--- src/tor_pkg.sv ---
// Constants and carrier types of the test and observation register page.
package tor_pkg;

    // Register offsets on the register port.
    localparam logic [5:0] TOR_OFF_SEL_ONE = 6'h31;
    localparam logic [5:0] TOR_OFF_SEL_TWO = 6'h32;
    localparam logic [5:0] TOR_OFF_LINE_GATE = 6'h33;
    localparam logic [5:0] TOR_OFF_OBS_VIEW = 6'h35;
    localparam logic [5:0] TOR_OFF_SELF_CHECK = 6'h36;
    localparam logic [5:0] TOR_OFF_VERSION = 6'h37;
    localparam logic [5:0] TOR_OFF_AUX_SEL = 6'h38;
    localparam logic [5:0] TOR_OFF_PROBE_ONE = 6'h39;
    localparam logic [5:0] TOR_OFF_PROBE_TWO = 6'h3A;
    localparam logic [5:0] TOR_OFF_ADC_VIEW = 6'h3B;
    localparam logic [5:0] TOR_OFF_PROD_A = 6'h3C;
    localparam logic [5:0] TOR_OFF_PROD_B = 6'h3D;
    localparam logic [5:0] TOR_OFF_PROD_C = 6'h3E;
    localparam logic [5:0] TOR_OFF_PROD_D = 6'h3F;

    // Reset values.
    localparam logic [7:0] TOR_RST_SEL_ONE = 8'h00;
    localparam logic [7:0] TOR_RST_SEL_TWO = 8'h00;
    localparam logic [7:0] TOR_RST_LINE_GATE = 8'h80;
    localparam logic [7:0] TOR_RST_SELF_CHECK = 8'h40;
    localparam logic [7:0] TOR_RST_AUX_SEL = 8'h00;
    localparam logic [7:0] TOR_RST_PROBE = 8'h00;
    localparam logic [7:0] TOR_RST_PROD_A = 8'hFF;
    localparam logic [7:0] TOR_RST_PROD_B = 8'h00;
    localparam logic [7:0] TOR_RST_PROD_C = 8'h03;
    localparam logic [7:0] TOR_RST_PROD_D = 8'h00;

    // Field positions.
    localparam int TOR_CLK_SRC_LSB = 4;
    localparam int TOR_CLK_PIN_BIT = 3;
    localparam int TOR_PRBS9_BIT = 6;
    localparam int TOR_PRBS15_BIT = 5;
    localparam int TOR_LINE_EN_BIT = 7;
    localparam int TOR_NONLIN_BIT = 6;
    localparam int TOR_AUX_ONE_LSB = 4;

    // Module clock sources.
    localparam logic [1:0] TOR_CLK_OFF = 2'h0;
    localparam logic [1:0] TOR_CLK_OSC = 2'h1;
    localparam logic [1:0] TOR_CLK_SERIAL = 2'h2;
    localparam logic [1:0] TOR_CLK_RF = 2'h3;

    // Self test and auxiliary pin codes.
    localparam logic [3:0] TOR_SELF_ON = 4'h9;
    localparam logic [3:0] TOR_AUX_TRI = 4'h0;
    localparam logic [3:0] TOR_AUX_PROBE = 4'h1;
    localparam logic [3:0] TOR_AUX_CLK = 4'h9;
    localparam logic [3:0] TOR_AUX_HIGH = 4'hA;
    localparam logic [3:0] TOR_AUX_LOW = 4'hB;
    localparam logic [3:0] TOR_AUX_TX = 4'hC;
    localparam logic [3:0] TOR_AUX_RX = 4'hD;
    localparam logic [3:0] TOR_AUX_SUB = 4'hE;
    localparam logic [3:0] TOR_AUX_OBS = 4'hF;

    // Sequence generator seeds.
    localparam logic [8:0] TOR_PRBS9_SEED = 9'h1FF;
    localparam logic [14:0] TOR_PRBS15_SEED = 15'h7FFF;

    // Register port request.
    typedef struct packed {
        logic [5:0] addr;
        logic [7:0] wdata;
        logic wr;
        logic rd;
    } tor_bus_req_type;

    // Pin drive: level and active-low output enable.
    typedef struct packed {
        logic level;
        logic oe_n;
    } tor_pin_type;

    // Sequence generator state.
    typedef enum logic [1:0] {
        TOR_SEQ_IDLE,
        TOR_SEQ_ARMED,
        TOR_SEQ_SEND
    } tor_seq_type;

endpackage

--- src/tor_page.sv ---
// Test and observation register page with probe pin routing.
//
// What this block does
// - Two-bit code picks module clock: off, oscillator, serial clock, RF clock.
// - Clock-to-pin bit drives the module clock onto spare address pin five.
// - Three-bit selector picks observation bus bit for the observe pin.
// - PRBS9 enable bit feeds a nine-stage sequence after a send command.
// - PRBS15 enable bit feeds a fifteen-stage sequence after a send command.
// - Five-bit group select drives observation bus; its view reads live.
// - Clearing line enable disables both serial sideband lines; resets to 80h.
// - Self test field 1001 arms self test, run by checksum command.
// - Read-only version register at 37h returns a fixed code.
// - Aux codes: 0000 tristate, 0001 probe, 1001 clock, 1010 high, 1011 low.
// - Aux code 1100 outputs the transmit window flag.
// - Aux code 1101 outputs the receive window flag.
// - Aux code 1110 outputs the subcarrier detected flag.
// - Aux code 1111 outputs the selected observation bus bit.
// - Probe converter one holds six bits, routed to aux one on 0001.
// - Probe converter two holds six bits, routed to aux two on 0001.
// - ADC view returns in-phase nibble high, quadrature nibble low.
// - Production registers reset to FFh, 00h, 03h, 00h and stay untouched.
// - Nonlinear receiver bit at bit 6, set after reset.
`timescale 1ns/1ps
module tor_page #(
    parameter int GROUPS = 32,
    // Arbitrary neutral value.
    parameter logic [7:0] VERSION_CODE = 8'h5A
) (
    input wire logic clock_i,
    input wire logic rst_i,
    input wire tor_pkg::tor_bus_req_type bus_req_i,
    output logic [7:0] rdata_o,
    input wire logic osc_clk_i,
    input wire logic serial_clk_i,
    input wire logic rf_clk_i,
    input wire logic [GROUPS*8-1:0] observe_groups_i,
    input wire logic [3:0] adc_i_sample_i,
    input wire logic [3:0] adc_q_sample_i,
    input wire logic transmit_window_flag_i,
    input wire logic receive_window_flag_i,
    input wire logic subcarrier_flag_i,
    input wire logic serial_aux_data_i,
    input wire logic serial_request_data_i,
    input wire logic send_command_i,
    input wire logic checksum_compute_command_i,
    output logic module_clock_o,
    output tor_pkg::tor_pin_type spare_address_pin_five_o,
    output logic signal_observe_pin_o,
    output tor_pkg::tor_pin_type serial_aux_output_o,
    output tor_pkg::tor_pin_type serial_request_output_o,
    output tor_pkg::tor_pin_type first_probe_pin_o,
    output tor_pkg::tor_pin_type second_probe_pin_o,
    output logic [1:0] probe_route_o,
    output logic [3:0] first_aux_selector_o,
    output logic [3:0] second_aux_selector_o,
    output logic [5:0] probe_converter_one_value_o,
    output logic [5:0] probe_converter_two_value_o,
    output logic prbs_valid_o,
    output logic prbs_data_o,
    output logic self_test_start_o,
    output logic receiver_nonlinear_bit_o
);

    logic [7:0] sel_one_r;
    logic [7:0] sel_two_r;
    logic line_en_r;
    logic nonlin_r;
    logic [3:0] self_check_r;
    logic [7:0] aux_sel_r;
    logic [5:0] probe_one_r;
    logic [5:0] probe_two_r;
    logic [7:0] rdata_r;
    logic [7:0] rdata_nxt;
    logic module_clock_r;
    logic observe_bit_r;
    tor_pkg::tor_pin_type pin_five_r;
    tor_pkg::tor_pin_type aux_line_r;
    tor_pkg::tor_pin_type req_line_r;
    tor_pkg::tor_pin_type aux_pin_r [2];
    logic [1:0] probe_route_r;
    tor_pkg::tor_seq_type seq_r;
    tor_pkg::tor_seq_type seq_nxt;
    logic [8:0] prbs9_r;
    logic [14:0] prbs15_r;
    logic self_start_r;

    // Address decode.
    wire logic wr_sel_one = bus_req_i.wr &&
        bus_req_i.addr == tor_pkg::TOR_OFF_SEL_ONE;
    wire logic wr_sel_two = bus_req_i.wr &&
        bus_req_i.addr == tor_pkg::TOR_OFF_SEL_TWO;
    wire logic wr_line = bus_req_i.wr &&
        bus_req_i.addr == tor_pkg::TOR_OFF_LINE_GATE;
    wire logic wr_self = bus_req_i.wr &&
        bus_req_i.addr == tor_pkg::TOR_OFF_SELF_CHECK;
    wire logic wr_aux = bus_req_i.wr &&
        bus_req_i.addr == tor_pkg::TOR_OFF_AUX_SEL;
    wire logic wr_probe_one = bus_req_i.wr &&
        bus_req_i.addr == tor_pkg::TOR_OFF_PROBE_ONE;
    wire logic wr_probe_two = bus_req_i.wr &&
        bus_req_i.addr == tor_pkg::TOR_OFF_PROBE_TWO;

    // Field views.
    wire logic [1:0] clk_src = sel_one_r[tor_pkg::TOR_CLK_SRC_LSB +: 2];
    wire logic clk_to_pin = sel_one_r[tor_pkg::TOR_CLK_PIN_BIT];
    wire logic [2:0] bit_sel = sel_one_r[2:0];
    wire logic [4:0] group_sel = sel_two_r[4:0];
    wire logic prbs9_en = sel_two_r[tor_pkg::TOR_PRBS9_BIT];
    wire logic prbs15_en = sel_two_r[tor_pkg::TOR_PRBS15_BIT];
    wire logic [3:0] aux_sel [2];
    assign aux_sel[0] = aux_sel_r[tor_pkg::TOR_AUX_ONE_LSB +: 4];
    assign aux_sel[1] = aux_sel_r[3:0];

    // Clock source selection; the sources are sampled as plain data.
    wire logic clk_sel = (clk_src == tor_pkg::TOR_CLK_OSC) ? osc_clk_i :
        (clk_src == tor_pkg::TOR_CLK_SERIAL) ? serial_clk_i :
        (clk_src == tor_pkg::TOR_CLK_RF) ? rf_clk_i : 1'b0;

    // Observation bus and its single bit. Out-of-range groups read zero.
    wire logic [7:0] observe_bus = (32'(group_sel) < GROUPS) ?
        observe_groups_i[8*group_sel +: 8] : 8'h00;
    wire logic observe_bit = observe_bus[bit_sel];

    // Read mux; observation views are combinational, so reads never
    // disturb the sampled logic.
    always_comb begin
        unique case (bus_req_i.addr)
            tor_pkg::TOR_OFF_SEL_ONE: rdata_nxt = sel_one_r;
            tor_pkg::TOR_OFF_SEL_TWO: rdata_nxt = sel_two_r;
            tor_pkg::TOR_OFF_LINE_GATE: rdata_nxt = {line_en_r, 7'h00};
            tor_pkg::TOR_OFF_OBS_VIEW: rdata_nxt = observe_bus;
            tor_pkg::TOR_OFF_SELF_CHECK: rdata_nxt = {1'b0, nonlin_r, 2'b00,
                self_check_r};
            tor_pkg::TOR_OFF_VERSION: rdata_nxt = VERSION_CODE;
            tor_pkg::TOR_OFF_AUX_SEL: rdata_nxt = aux_sel_r;
            tor_pkg::TOR_OFF_PROBE_ONE: rdata_nxt = {2'b00, probe_one_r};
            tor_pkg::TOR_OFF_PROBE_TWO: rdata_nxt = {2'b00, probe_two_r};
            tor_pkg::TOR_OFF_ADC_VIEW: rdata_nxt = {adc_i_sample_i,
                adc_q_sample_i};
            tor_pkg::TOR_OFF_PROD_A: rdata_nxt = tor_pkg::TOR_RST_PROD_A;
            tor_pkg::TOR_OFF_PROD_B: rdata_nxt = tor_pkg::TOR_RST_PROD_B;
            tor_pkg::TOR_OFF_PROD_C: rdata_nxt = tor_pkg::TOR_RST_PROD_C;
            tor_pkg::TOR_OFF_PROD_D: rdata_nxt = tor_pkg::TOR_RST_PROD_D;
            default: rdata_nxt = 8'h00;
        endcase
        if (!bus_req_i.rd) begin
            rdata_nxt = 8'h00;
        end
    end

    // Software registers. Production registers ignore writes.
    always_ff @(posedge clock_i or posedge rst_i) begin
        if (rst_i) begin
            sel_one_r <= tor_pkg::TOR_RST_SEL_ONE;
            sel_two_r <= tor_pkg::TOR_RST_SEL_TWO;
            line_en_r <= tor_pkg::TOR_RST_LINE_GATE[tor_pkg::TOR_LINE_EN_BIT];
            nonlin_r <= tor_pkg::TOR_RST_SELF_CHECK[tor_pkg::TOR_NONLIN_BIT];
            self_check_r <= tor_pkg::TOR_RST_SELF_CHECK[3:0];
            aux_sel_r <= tor_pkg::TOR_RST_AUX_SEL;
            probe_one_r <= tor_pkg::TOR_RST_PROBE[5:0];
            probe_two_r <= tor_pkg::TOR_RST_PROBE[5:0];
        end else begin
            if (wr_sel_one) begin
                sel_one_r <= bus_req_i.wdata;
            end
            if (wr_sel_two) begin
                // The fixed-zero bit is not stored.
                sel_two_r <= {1'b0, bus_req_i.wdata[6:0]};
            end
            if (wr_line) begin
                line_en_r <= bus_req_i.wdata[tor_pkg::TOR_LINE_EN_BIT];
            end
            if (wr_self) begin
                nonlin_r <= bus_req_i.wdata[tor_pkg::TOR_NONLIN_BIT];
                self_check_r <= bus_req_i.wdata[3:0];
            end
            if (wr_aux) begin
                aux_sel_r <= bus_req_i.wdata;
            end
            if (wr_probe_one) begin
                probe_one_r <= bus_req_i.wdata[5:0];
            end
            if (wr_probe_two) begin
                probe_two_r <= bus_req_i.wdata[5:0];
            end
        end
    end

    always_ff @(posedge clock_i or posedge rst_i) begin
        if (rst_i) begin
            rdata_r <= 8'h00;
        end else begin
            rdata_r <= rdata_nxt;
        end
    end

    // Pin drive registers. Every pin is registered so that glitches from
    // the source muxes never reach the package.
    always_ff @(posedge clock_i or posedge rst_i) begin
        if (rst_i) begin
            module_clock_r <= 1'b0;
            observe_bit_r <= 1'b0;
            pin_five_r <= '{level: 1'b0, oe_n: 1'b1};
            aux_line_r <= '{level: 1'b0, oe_n: 1'b1};
            req_line_r <= '{level: 1'b0, oe_n: 1'b1};
        end else begin
            module_clock_r <= clk_sel;
            observe_bit_r <= observe_bit;
            pin_five_r <= '{level: clk_sel, oe_n: !clk_to_pin};
            aux_line_r <= '{level: serial_aux_data_i, oe_n: !line_en_r};
            req_line_r <= '{level: serial_request_data_i,
                oe_n: !line_en_r};
        end
    end

    // Auxiliary pins share one decoder. Analog test codes, the probe converter
    // code among them, leave the digital driver off.
    for (genvar p = 0; p < 2; p++) begin : g_aux
        tor_pkg::tor_pin_type drive;
        always_comb begin
            drive = '{level: 1'b0, oe_n: 1'b0};
            unique case (aux_sel[p])
                tor_pkg::TOR_AUX_CLK: drive.level = clk_sel;
                tor_pkg::TOR_AUX_HIGH: drive.level = 1'b1;
                tor_pkg::TOR_AUX_LOW: drive.level = 1'b0;
                tor_pkg::TOR_AUX_TX: drive.level = transmit_window_flag_i;
                tor_pkg::TOR_AUX_RX: drive.level = receive_window_flag_i;
                tor_pkg::TOR_AUX_SUB: drive.level = subcarrier_flag_i;
                tor_pkg::TOR_AUX_OBS: drive.level = observe_bit;
                default: drive.oe_n = 1'b1;
            endcase
        end
        always_ff @(posedge clock_i or posedge rst_i) begin
            if (rst_i) begin
                aux_pin_r[p] <= '{level: 1'b0, oe_n: 1'b1};
                probe_route_r[p] <= 1'b0;
            end else begin
                aux_pin_r[p] <= drive;
                probe_route_r[p] <= aux_sel[p] == tor_pkg::TOR_AUX_PROBE;
            end
        end
    end

    // Sequence generator: armed while an enable is set, sending after the
    // send command. The nine-stage sequence wins if both are set.
    always_comb begin
        seq_nxt = seq_r;
        unique case (seq_r)
            tor_pkg::TOR_SEQ_IDLE: begin
                if (prbs9_en || prbs15_en) begin
                    seq_nxt = tor_pkg::TOR_SEQ_ARMED;
                end
            end
            tor_pkg::TOR_SEQ_ARMED: begin
                if (!(prbs9_en || prbs15_en)) begin
                    seq_nxt = tor_pkg::TOR_SEQ_IDLE;
                end else if (send_command_i) begin
                    seq_nxt = tor_pkg::TOR_SEQ_SEND;
                end
            end
            tor_pkg::TOR_SEQ_SEND: begin
                if (!(prbs9_en || prbs15_en)) begin
                    seq_nxt = tor_pkg::TOR_SEQ_IDLE;
                end
            end
        endcase
    end

    always_ff @(posedge clock_i or posedge rst_i) begin
        if (rst_i) begin
            seq_r <= tor_pkg::TOR_SEQ_IDLE;
            prbs9_r <= tor_pkg::TOR_PRBS9_SEED;
            prbs15_r <= tor_pkg::TOR_PRBS15_SEED;
        end else begin
            seq_r <= seq_nxt;
            if (seq_r == tor_pkg::TOR_SEQ_SEND) begin
                prbs9_r <= {prbs9_r[7:0], prbs9_r[8] ^ prbs9_r[4]};
                prbs15_r <= {prbs15_r[13:0],
                    prbs15_r[14] ^ prbs15_r[13]};
            end else begin
                prbs9_r <= tor_pkg::TOR_PRBS9_SEED;
                prbs15_r <= tor_pkg::TOR_PRBS15_SEED;
            end
        end
    end

    // Self test start pulse.
    always_ff @(posedge clock_i or posedge rst_i) begin
        if (rst_i) begin
            self_start_r <= 1'b0;
        end else begin
            self_start_r <= checksum_compute_command_i &&
                self_check_r == tor_pkg::TOR_SELF_ON;
        end
    end

    assign rdata_o = rdata_r;
    assign module_clock_o = module_clock_r;
    assign spare_address_pin_five_o = pin_five_r;
    assign signal_observe_pin_o = observe_bit_r;
    assign serial_aux_output_o = aux_line_r;
    assign serial_request_output_o = req_line_r;
    assign first_probe_pin_o = aux_pin_r[0];
    assign second_probe_pin_o = aux_pin_r[1];
    assign probe_route_o = probe_route_r;
    assign first_aux_selector_o = aux_sel[0];
    assign second_aux_selector_o = aux_sel[1];
    assign probe_converter_one_value_o = probe_one_r;
    assign probe_converter_two_value_o = probe_two_r;
    assign prbs_valid_o = seq_r == tor_pkg::TOR_SEQ_SEND;
    assign prbs_data_o = prbs9_en ? prbs9_r[8] : prbs15_r[14];
    assign self_test_start_o = self_start_r;
    assign receiver_nonlinear_bit_o = nonlin_r;

    // Checks.
    AST_CLK_OFF: assert property (@(posedge clock_i) disable iff (rst_i)
        clk_src == tor_pkg::TOR_CLK_OFF |=> !module_clock_o)
        else $error("module clock not off for source code zero");
    AST_PIN_FIVE: assert property (@(posedge clock_i) disable iff (rst_i)
        !clk_to_pin |=> spare_address_pin_five_o.oe_n)
        else $error("pin five driven while clock-to-pin clear");
    AST_OBS_BIT: assert property (@(posedge clock_i) disable iff (rst_i)
        1'b1 |=> signal_observe_pin_o == $past(observe_bit))
        else $error("observe pin does not follow selected bit");
    AST_SEQ_WAIT: assert property (@(posedge clock_i) disable iff (rst_i)
        seq_r == tor_pkg::TOR_SEQ_ARMED && !send_command_i |=> !prbs_valid_o)
        else $error("sequence started without send command");
    AST_SEQ_GO: assert property (@(posedge clock_i) disable iff (rst_i)
        seq_r == tor_pkg::TOR_SEQ_ARMED && send_command_i &&
        (prbs9_en || prbs15_en) ##1 (prbs9_en || prbs15_en) |-> prbs_valid_o)
        else $error("sequence not sending after send command");
    AST_OBS_READ: assert property (@(posedge clock_i) disable iff (rst_i)
        bus_req_i.rd && bus_req_i.addr == tor_pkg::TOR_OFF_OBS_VIEW |=>
        rdata_o == $past(observe_bus))
        else $error("observation view not live");
    AST_LINE_GATE: assert property (@(posedge clock_i) disable iff (rst_i)
        wr_line && !bus_req_i.wdata[7] |=> ##1
        serial_aux_output_o.oe_n && serial_request_output_o.oe_n)
        else $error("sideband lines not disabled");
    AST_SELF: assert property (@(posedge clock_i) disable iff (rst_i)
        checksum_compute_command_i && self_check_r != tor_pkg::TOR_SELF_ON
        |=> !self_test_start_o)
        else $error("self test started while not armed");
    AST_VERSION: assert property (@(posedge clock_i) disable iff (rst_i)
        bus_req_i.rd && bus_req_i.addr == tor_pkg::TOR_OFF_VERSION |=>
        rdata_o == VERSION_CODE)
        else $error("version read wrong");
    AST_AUX_TRI: assert property (@(posedge clock_i) disable iff (rst_i)
        aux_sel[0] == tor_pkg::TOR_AUX_TRI |=> first_probe_pin_o.oe_n)
        else $error("aux one driven while tristated");
    AST_AUX_TX: assert property (@(posedge clock_i) disable iff (rst_i)
        aux_sel[1] == tor_pkg::TOR_AUX_TX |=> !second_probe_pin_o.oe_n &&
        second_probe_pin_o.level == $past(transmit_window_flag_i))
        else $error("aux two not showing transmit window");
    AST_ADC: assert property (@(posedge clock_i) disable iff (rst_i)
        bus_req_i.rd && bus_req_i.addr == tor_pkg::TOR_OFF_ADC_VIEW |=>
        rdata_o == {$past(adc_i_sample_i), $past(adc_q_sample_i)})
        else $error("adc view nibbles wrong");
    AST_PROD_C: assert property (@(posedge clock_i) disable iff (rst_i)
        bus_req_i.rd && bus_req_i.addr == tor_pkg::TOR_OFF_PROD_C |=>
        rdata_o == 8'h03)
        else $error("production register value changed");
    COV_SEND: cover property (@(posedge clock_i) disable iff (rst_i)
        seq_r == tor_pkg::TOR_SEQ_ARMED ##1 prbs_valid_o);
    COV_SELF: cover property (@(posedge clock_i) disable iff (rst_i)
        self_test_start_o);
    COV_AUX_OBS: cover property (@(posedge clock_i) disable iff (rst_i)
        aux_sel[0] == tor_pkg::TOR_AUX_OBS && observe_bit);

endmodule

--- config.mk ---
export PLATFORM = sky130hd
export DESIGN_NAME = tor_page
export DESIGN_NICKNAME = d
export VERILOG_FILES = /design/src/tor_pkg.sv /design/src/tor_page.sv
export SDC_FILE = /design/constraint.sdc
export NUM_CORES = 1
export LEC_CHECK = 0
export BUFFER_PORTS_ARGS = -buffer_cell sky130_fd_sc_hd__buf_2
export CAP_MARGIN = 20
export CORE_AREA = 2 2 131 133
export DETAILED_ROUTE_END_ITERATION = 8
export DIE_AREA = 0 0 133 135
export PLACE_DENSITY = 0.72
export SYNTH_ARGS = -nofsm -noshare
export SYNTH_HDL_FRONTEND = slang
export SYNTH_SLANG_ARGS = --single-unit
--- constraint.sdc ---
create_clock -name clock_i -period 2.4 [get_ports clock_i]
set_input_delay 0.36 -clock clock_i [delete_from_list [all_inputs] [get_ports clock_i]]
set_output_delay 0.36 -clock clock_i [all_outputs]
set_load 0.01 [all_outputs]
==> flow_results.org <==
** GRT
- Global routing used a little over a quarter of the available tracks.
- Met2 track utilization from global routing :: 42.86%
- Global route hottest layer :: met2
- Number of antenna violations at the first check in global routing :: 4
- Largest net degree at the start of global routing :: 35
- Met1 usage :: between 30% and 40%
- For met3 alone, demand over resource in global routing was 7.320%.
- Overall overflow remaining after global route :: 0
- Wire length of the first global-routing pass :: ~36 mm
- Vias in the first global route :: between 6,000 and 7,000

** Final layout
- Counting the fill cells in the layout gives ~1,500.
- Registers take about 2200 um^2.
- Final design utilization :: 56.21%
- In the final layout, the multi-input gates occupy slightly below 4000 um^2.
- Final standard cell count with taps included and fillers excluded :: 1,137
- Area Growth Syn to Fin :: 47.63%
- Share of post-route cells with drive strength above 1 :: 64.80%
- For this run, the post-layout net count is approximately 1,200.

** Timing
- Across the routed clock network, the largest skew measured is about 0.0066 ns.
- Worst hold-check slack :: 0.1262 ns
- For this run, the top clock speed supported by timing is about 400 MHz.
- Final hold viol count :: 0
- In the final timing run, aggregate negative setup slack is -0.2617 ns.
- Max-slew violation count :: 0
- In the finished design, the share of the clock period the worst path needs comes to 103.1%.
- Setup violations, final :: 5
- Setup repair after global routing missed its margin :: true
- In the post-route analysis, the smallest setup slack over all paths is -0.07425 ns.
- Headroom to the max-slew limit came out at 49.19%.
- The routed design could run at a clock period as short as roughly 2.5 ns.
- Worst-Margin Slew :: between 0.7 and 0.8 ns

** Clocking
- Clock buffers created by TritonCTS :: 9
- In this run the deepest clock path goes through 2 buffers.
- Root cell of the clock tree :: sky130_fd_sc_hd__clkbuf_16
- In this run the number of H-tree levels came out at 3.
- TritonCTS clock tree :: done
- The clock net in this run drives a total of roughly 90 sinks.
- Clock insertion delay at the later pin of the skew report :: 0.34 ns
- The number of hold buffers added after CTS was 0.
- Clock-pin slew was measured on the worst setup and hold paths at 0.07 ns.

** Place
- HPWL after detailed placement :: slightly below 20 mm
- At the end of routability-driven placement, the weighted congestion stood at 0.9590.
- Placed cell count :: approximately 1,100
- Count of input and output buffers :: 337

** Drt
- The first TritonRoute pass finished after 5 iterations.
- The detailed router finished its first iteration with approximately 450 violations.
- Once detail routing completed, the nets flagged for antenna violations numbered 0.
- Via count :: 6,372
- Final wirelength :: 24.89 mm
- Using the TritonRoute via totals, the vias-per-cell ratio works out to 5.604.
- In the final routed layout, each cell accounts on average for roughly 22 um.
- Detailed-route DRC error count :: 0

** Critical path
- Critical path start-end classification :: flop to flop
- STA classifies the critical path startpoint as a flop.
- STA puts the critical path data arrival time at around 2.7 ns.
- Highest net fanout along the worst path :: 4
- Crit path required time :: around 2.6 ns
- Sort of element at the end of the critical path :: flop

** Yosys
- Count of unique library cells instantiated by Yosys :: 55
- Asr flop ratio synth :: 100.0%
- Synthesis handed over a netlist of around 520 instances.
- Mean instance size in the synthesized netlist :: 11.95 um^2
- Mapped cell area :: approximately 6200 um^2
- In this run, synthesis produced a sequential element count of between 80 and 90.
- Top_reg_cell synth :: sky130_fd_sc_hd__dfrtp_1
- Post-synthesis sequential area ratio :: a little over a third
- The Yosys step of the flow raised 0 warnings.
- Post-Synthesis Net Count :: 818
- Number of synthesized flops with an enable pin :: 0

** Power
- The analysis attributes to cell leakage a power of between 4 and 5 nW.
- The design draws about 0.0054 W.
- Maximum ir drop on the vdd rail :: approximately 0.38 mV
- For this design the ratio of total power to cell area is 581.7 nW/um^2.

** Run status
- The run finished, with violations left.
- Failing checks :: negative setup slack

** Floorplanning
- Vertical die dimension :: between 100 and 150 um
- Chip Width :: ~130 um
- Area of the die :: about 18,000 um^2
- The core region is between 15,000 and 20,000 um^2.
- The initial utilization of the core area, before any placement, comes to 38.08%.
- Number of cell rows :: 47
- During I/O placement, the number of pins put on the boundary was 338.

** Run
- Number of maximum-capacitance violations :: 0

** Hold path
- Worst hold path type :: input pin to flop
-- timing repair --
action | CTS | global route
endpoints found under the setup margin | 5 | 6
resized for setup | 33 | 28
setup buffers | 12 | 10
pin swaps | 4 | 14
cloned | 2 | 1
-- cell families after synthesis --
kind of cell               Yosys count  synth area share, %
and+or+nand+nor                    158                14.02
adders and majority gates            3               0.6009
muxes                              127                33.61
xor gates and xnor gates             2               0.2804
AOI/OAI and AO/OA                   98                10.35
buffers and inverters               47                5.287
DFF                                 88                35.85
-- registers in the layout, summed over array words and instances, names as in the netlist, 2 cells and up --
register and count:
rdata_o 8, probe_converter_one_value_o 6, sel_one_r 8, first_probe_pin_o 2
aux_sel 8, spare_address_pin_five_o 2, self_check_r 4, prbs15_r 15
seq_r 2, probe_route_o 2, sel_two_r 7, prbs9_r 9
second_probe_pin_o 2, probe_converter_two_value_o 6, serial_request_output_o 2
-- layer usage --
layer / part of all wire (%) / wire length [um]
met5: 0 / 0
met4: 1.9 / 482
met3: 9.4 / 2330
met2: 48 / 11880
met1: 41 / 10200
-- layout by cell type, fill, tap and decap left out, types with 7 or more instances in the layout --
master                      Yosys  routed
sky130_fd_sc_hd__nand2_1       31      31
sky130_fd_sc_hd__diode_2        0       8
sky130_fd_sc_hd__mux4_1        18      12
sky130_fd_sc_hd__a31oi_1        8       7
sky130_fd_sc_hd__nor2b_1       15      11
sky130_fd_sc_hd__buf_12         2      12
sky130_fd_sc_hd__buf_4          5      49
sky130_fd_sc_hd__o22ai_2        0      12
sky130_fd_sc_hd__a21oi_1       17      16
sky130_fd_sc_hd__clkbuf_16      0      10
sky130_fd_sc_hd__nand3_1       14      14
sky130_fd_sc_hd__inv_1         10       9
sky130_fd_sc_hd__a22oi_1        9       9
sky130_fd_sc_hd__o21ai_0       15      13
sky130_fd_sc_hd__dfstp_2       30      30
sky130_fd_sc_hd__o22ai_1       24      12
sky130_fd_sc_hd__nor2_1        20      20
sky130_fd_sc_hd__dfrtp_1       58      54
sky130_fd_sc_hd__mux4_2        38      44
sky130_fd_sc_hd__buf_2          8     337
sky130_fd_sc_hd__mux2_2        48      48
sky130_fd_sc_hd__nand2b_1      27      27
sky130_fd_sc_hd__mux2i_1       23      23
sky130_fd_sc_hd__nand3b_1      11      11
-- critical path, cell delays in order, from the launching register on --
cell	delay, ns
sky130_fd_sc_hd__dfrtp_2	0.48
sky130_fd_sc_hd__buf_4	0.15
sky130_fd_sc_hd__mux4_1	0.53
sky130_fd_sc_hd__nor2b_1	0.15
sky130_fd_sc_hd__a2111oi_2	0.32
sky130_fd_sc_hd__nor4_1	0.13
sky130_fd_sc_hd__a32o_1	0.28
sky130_fd_sc_hd__nor3_2	0.11
sky130_fd_sc_hd__buf_4	0.16
sky130_fd_sc_hd__o21ai_2	0.06
-- through the flow --
| stage | instance area [um^2] | setup WS [ns] |
|---|---|---|
| final | 9223 | -0.07425 |
| after global routing | 9208 | -0.1776 |
| after CTS | 8976 | -0.1010 |
| after detailed placement | 8379 | -0.2298 |
| after global placement | 8379 | -0.1757 |
| after floorplan | 6251 | 0.1492 |
-- path summary, 6_finish.rpt --
check	start	to	slack, ns	cells past startpoint
max in group asynchronous	rst_i	serial_request_output_o[0]$_DFF_PP1_	1.60	3
worst max-delay path	sel_two_r[0]$_DFFE_PP0P_	second_probe_pin_o[1]$_DFF_PP0_	-0.07	9
worst min register to register	sel_one_r[3]$_DFFE_PP0P_	spare_address_pin_five_o[0]$_DFF_PP1_	0.43	1
min in group asynchronous	rst_i	probe_converter_two_value_o[5]$_DFFE_PP0P_	0.14	2
worst max register to register	sel_two_r[0]$_DFFE_PP0P_	second_probe_pin_o[1]$_DFF_PP0_	-0.07	9
worst min-delay path	serial_aux_data_i	serial_aux_output_o[1]$_DFF_PP0_	0.13	1
-- power by group --
part / internal (W) / switching (W) / leakage [nW]
logic: 0.00118 / 0.000988 / 2.95
clock network: 0.000734 / 0.000650 / 0.143
registers: 0.00165 / 0.000160 / 1.08
-- synth_stat cells (3+ instances only) --
cell	count	area, um^2
sky130_fd_sc_hd__nand2b_1	27	168.9
sky130_fd_sc_hd__mux4_1	18	473.0
sky130_fd_sc_hd__nor2_1	20	75.07
sky130_fd_sc_hd__buf_6	11	123.9
sky130_fd_sc_hd__ha_1	3	37.54
sky130_fd_sc_hd__o21ai_0	15	75.07
sky130_fd_sc_hd__mux4_2	38	855.8
sky130_fd_sc_hd__mux2i_1	23	230.2
sky130_fd_sc_hd__a22oi_1	9	67.56
sky130_fd_sc_hd__nor2b_1	15	93.84
sky130_fd_sc_hd__or3b_2	4	35.03
sky130_fd_sc_hd__nand3_1	14	70.07
sky130_fd_sc_hd__a211oi_1	3	22.52
sky130_fd_sc_hd__o31ai_1	3	22.52
sky130_fd_sc_hd__a31oi_1	8	50.05
sky130_fd_sc_hd__mux2_2	48	540.5
sky130_fd_sc_hd__inv_1	10	37.54
sky130_fd_sc_hd__o22ai_1	24	150.1
sky130_fd_sc_hd__nor4_1	5	31.28
sky130_fd_sc_hd__buf_2	8	40.04
sky130_fd_sc_hd__a221oi_1	3	26.28
sky130_fd_sc_hd__nand4_1	6	37.54
sky130_fd_sc_hd__nand3b_1	11	82.58
sky130_fd_sc_hd__o32ai_1	3	26.28
sky130_fd_sc_hd__nor3_1	8	40.04
sky130_fd_sc_hd__nand2_1	31	116.4
sky130_fd_sc_hd__buf_4	5	37.54
sky130_fd_sc_hd__clkbuf_1	6	22.52
sky130_fd_sc_hd__dfstp_2	30	788.3
sky130_fd_sc_hd__buf_1	4	15.01
sky130_fd_sc_hd__a21oi_1	17	85.08
sky130_fd_sc_hd__dfrtp_1	58	1451
-- layout make-up --
cell class / count / share of cell area (%)
flip-flops and latches: 88 / 24.37
clock inverters: 7 / 0.7869
clock buffers: 9 / 2.442
inverters: 10 / 0.4477
multi-input cells: 388 / 42.10
repair buffers: 407 / 26.66
diodes: 8 / 0.2171
well taps: 220 / 2.985
No activity file was read; power rests on OpenSTA's default activity.
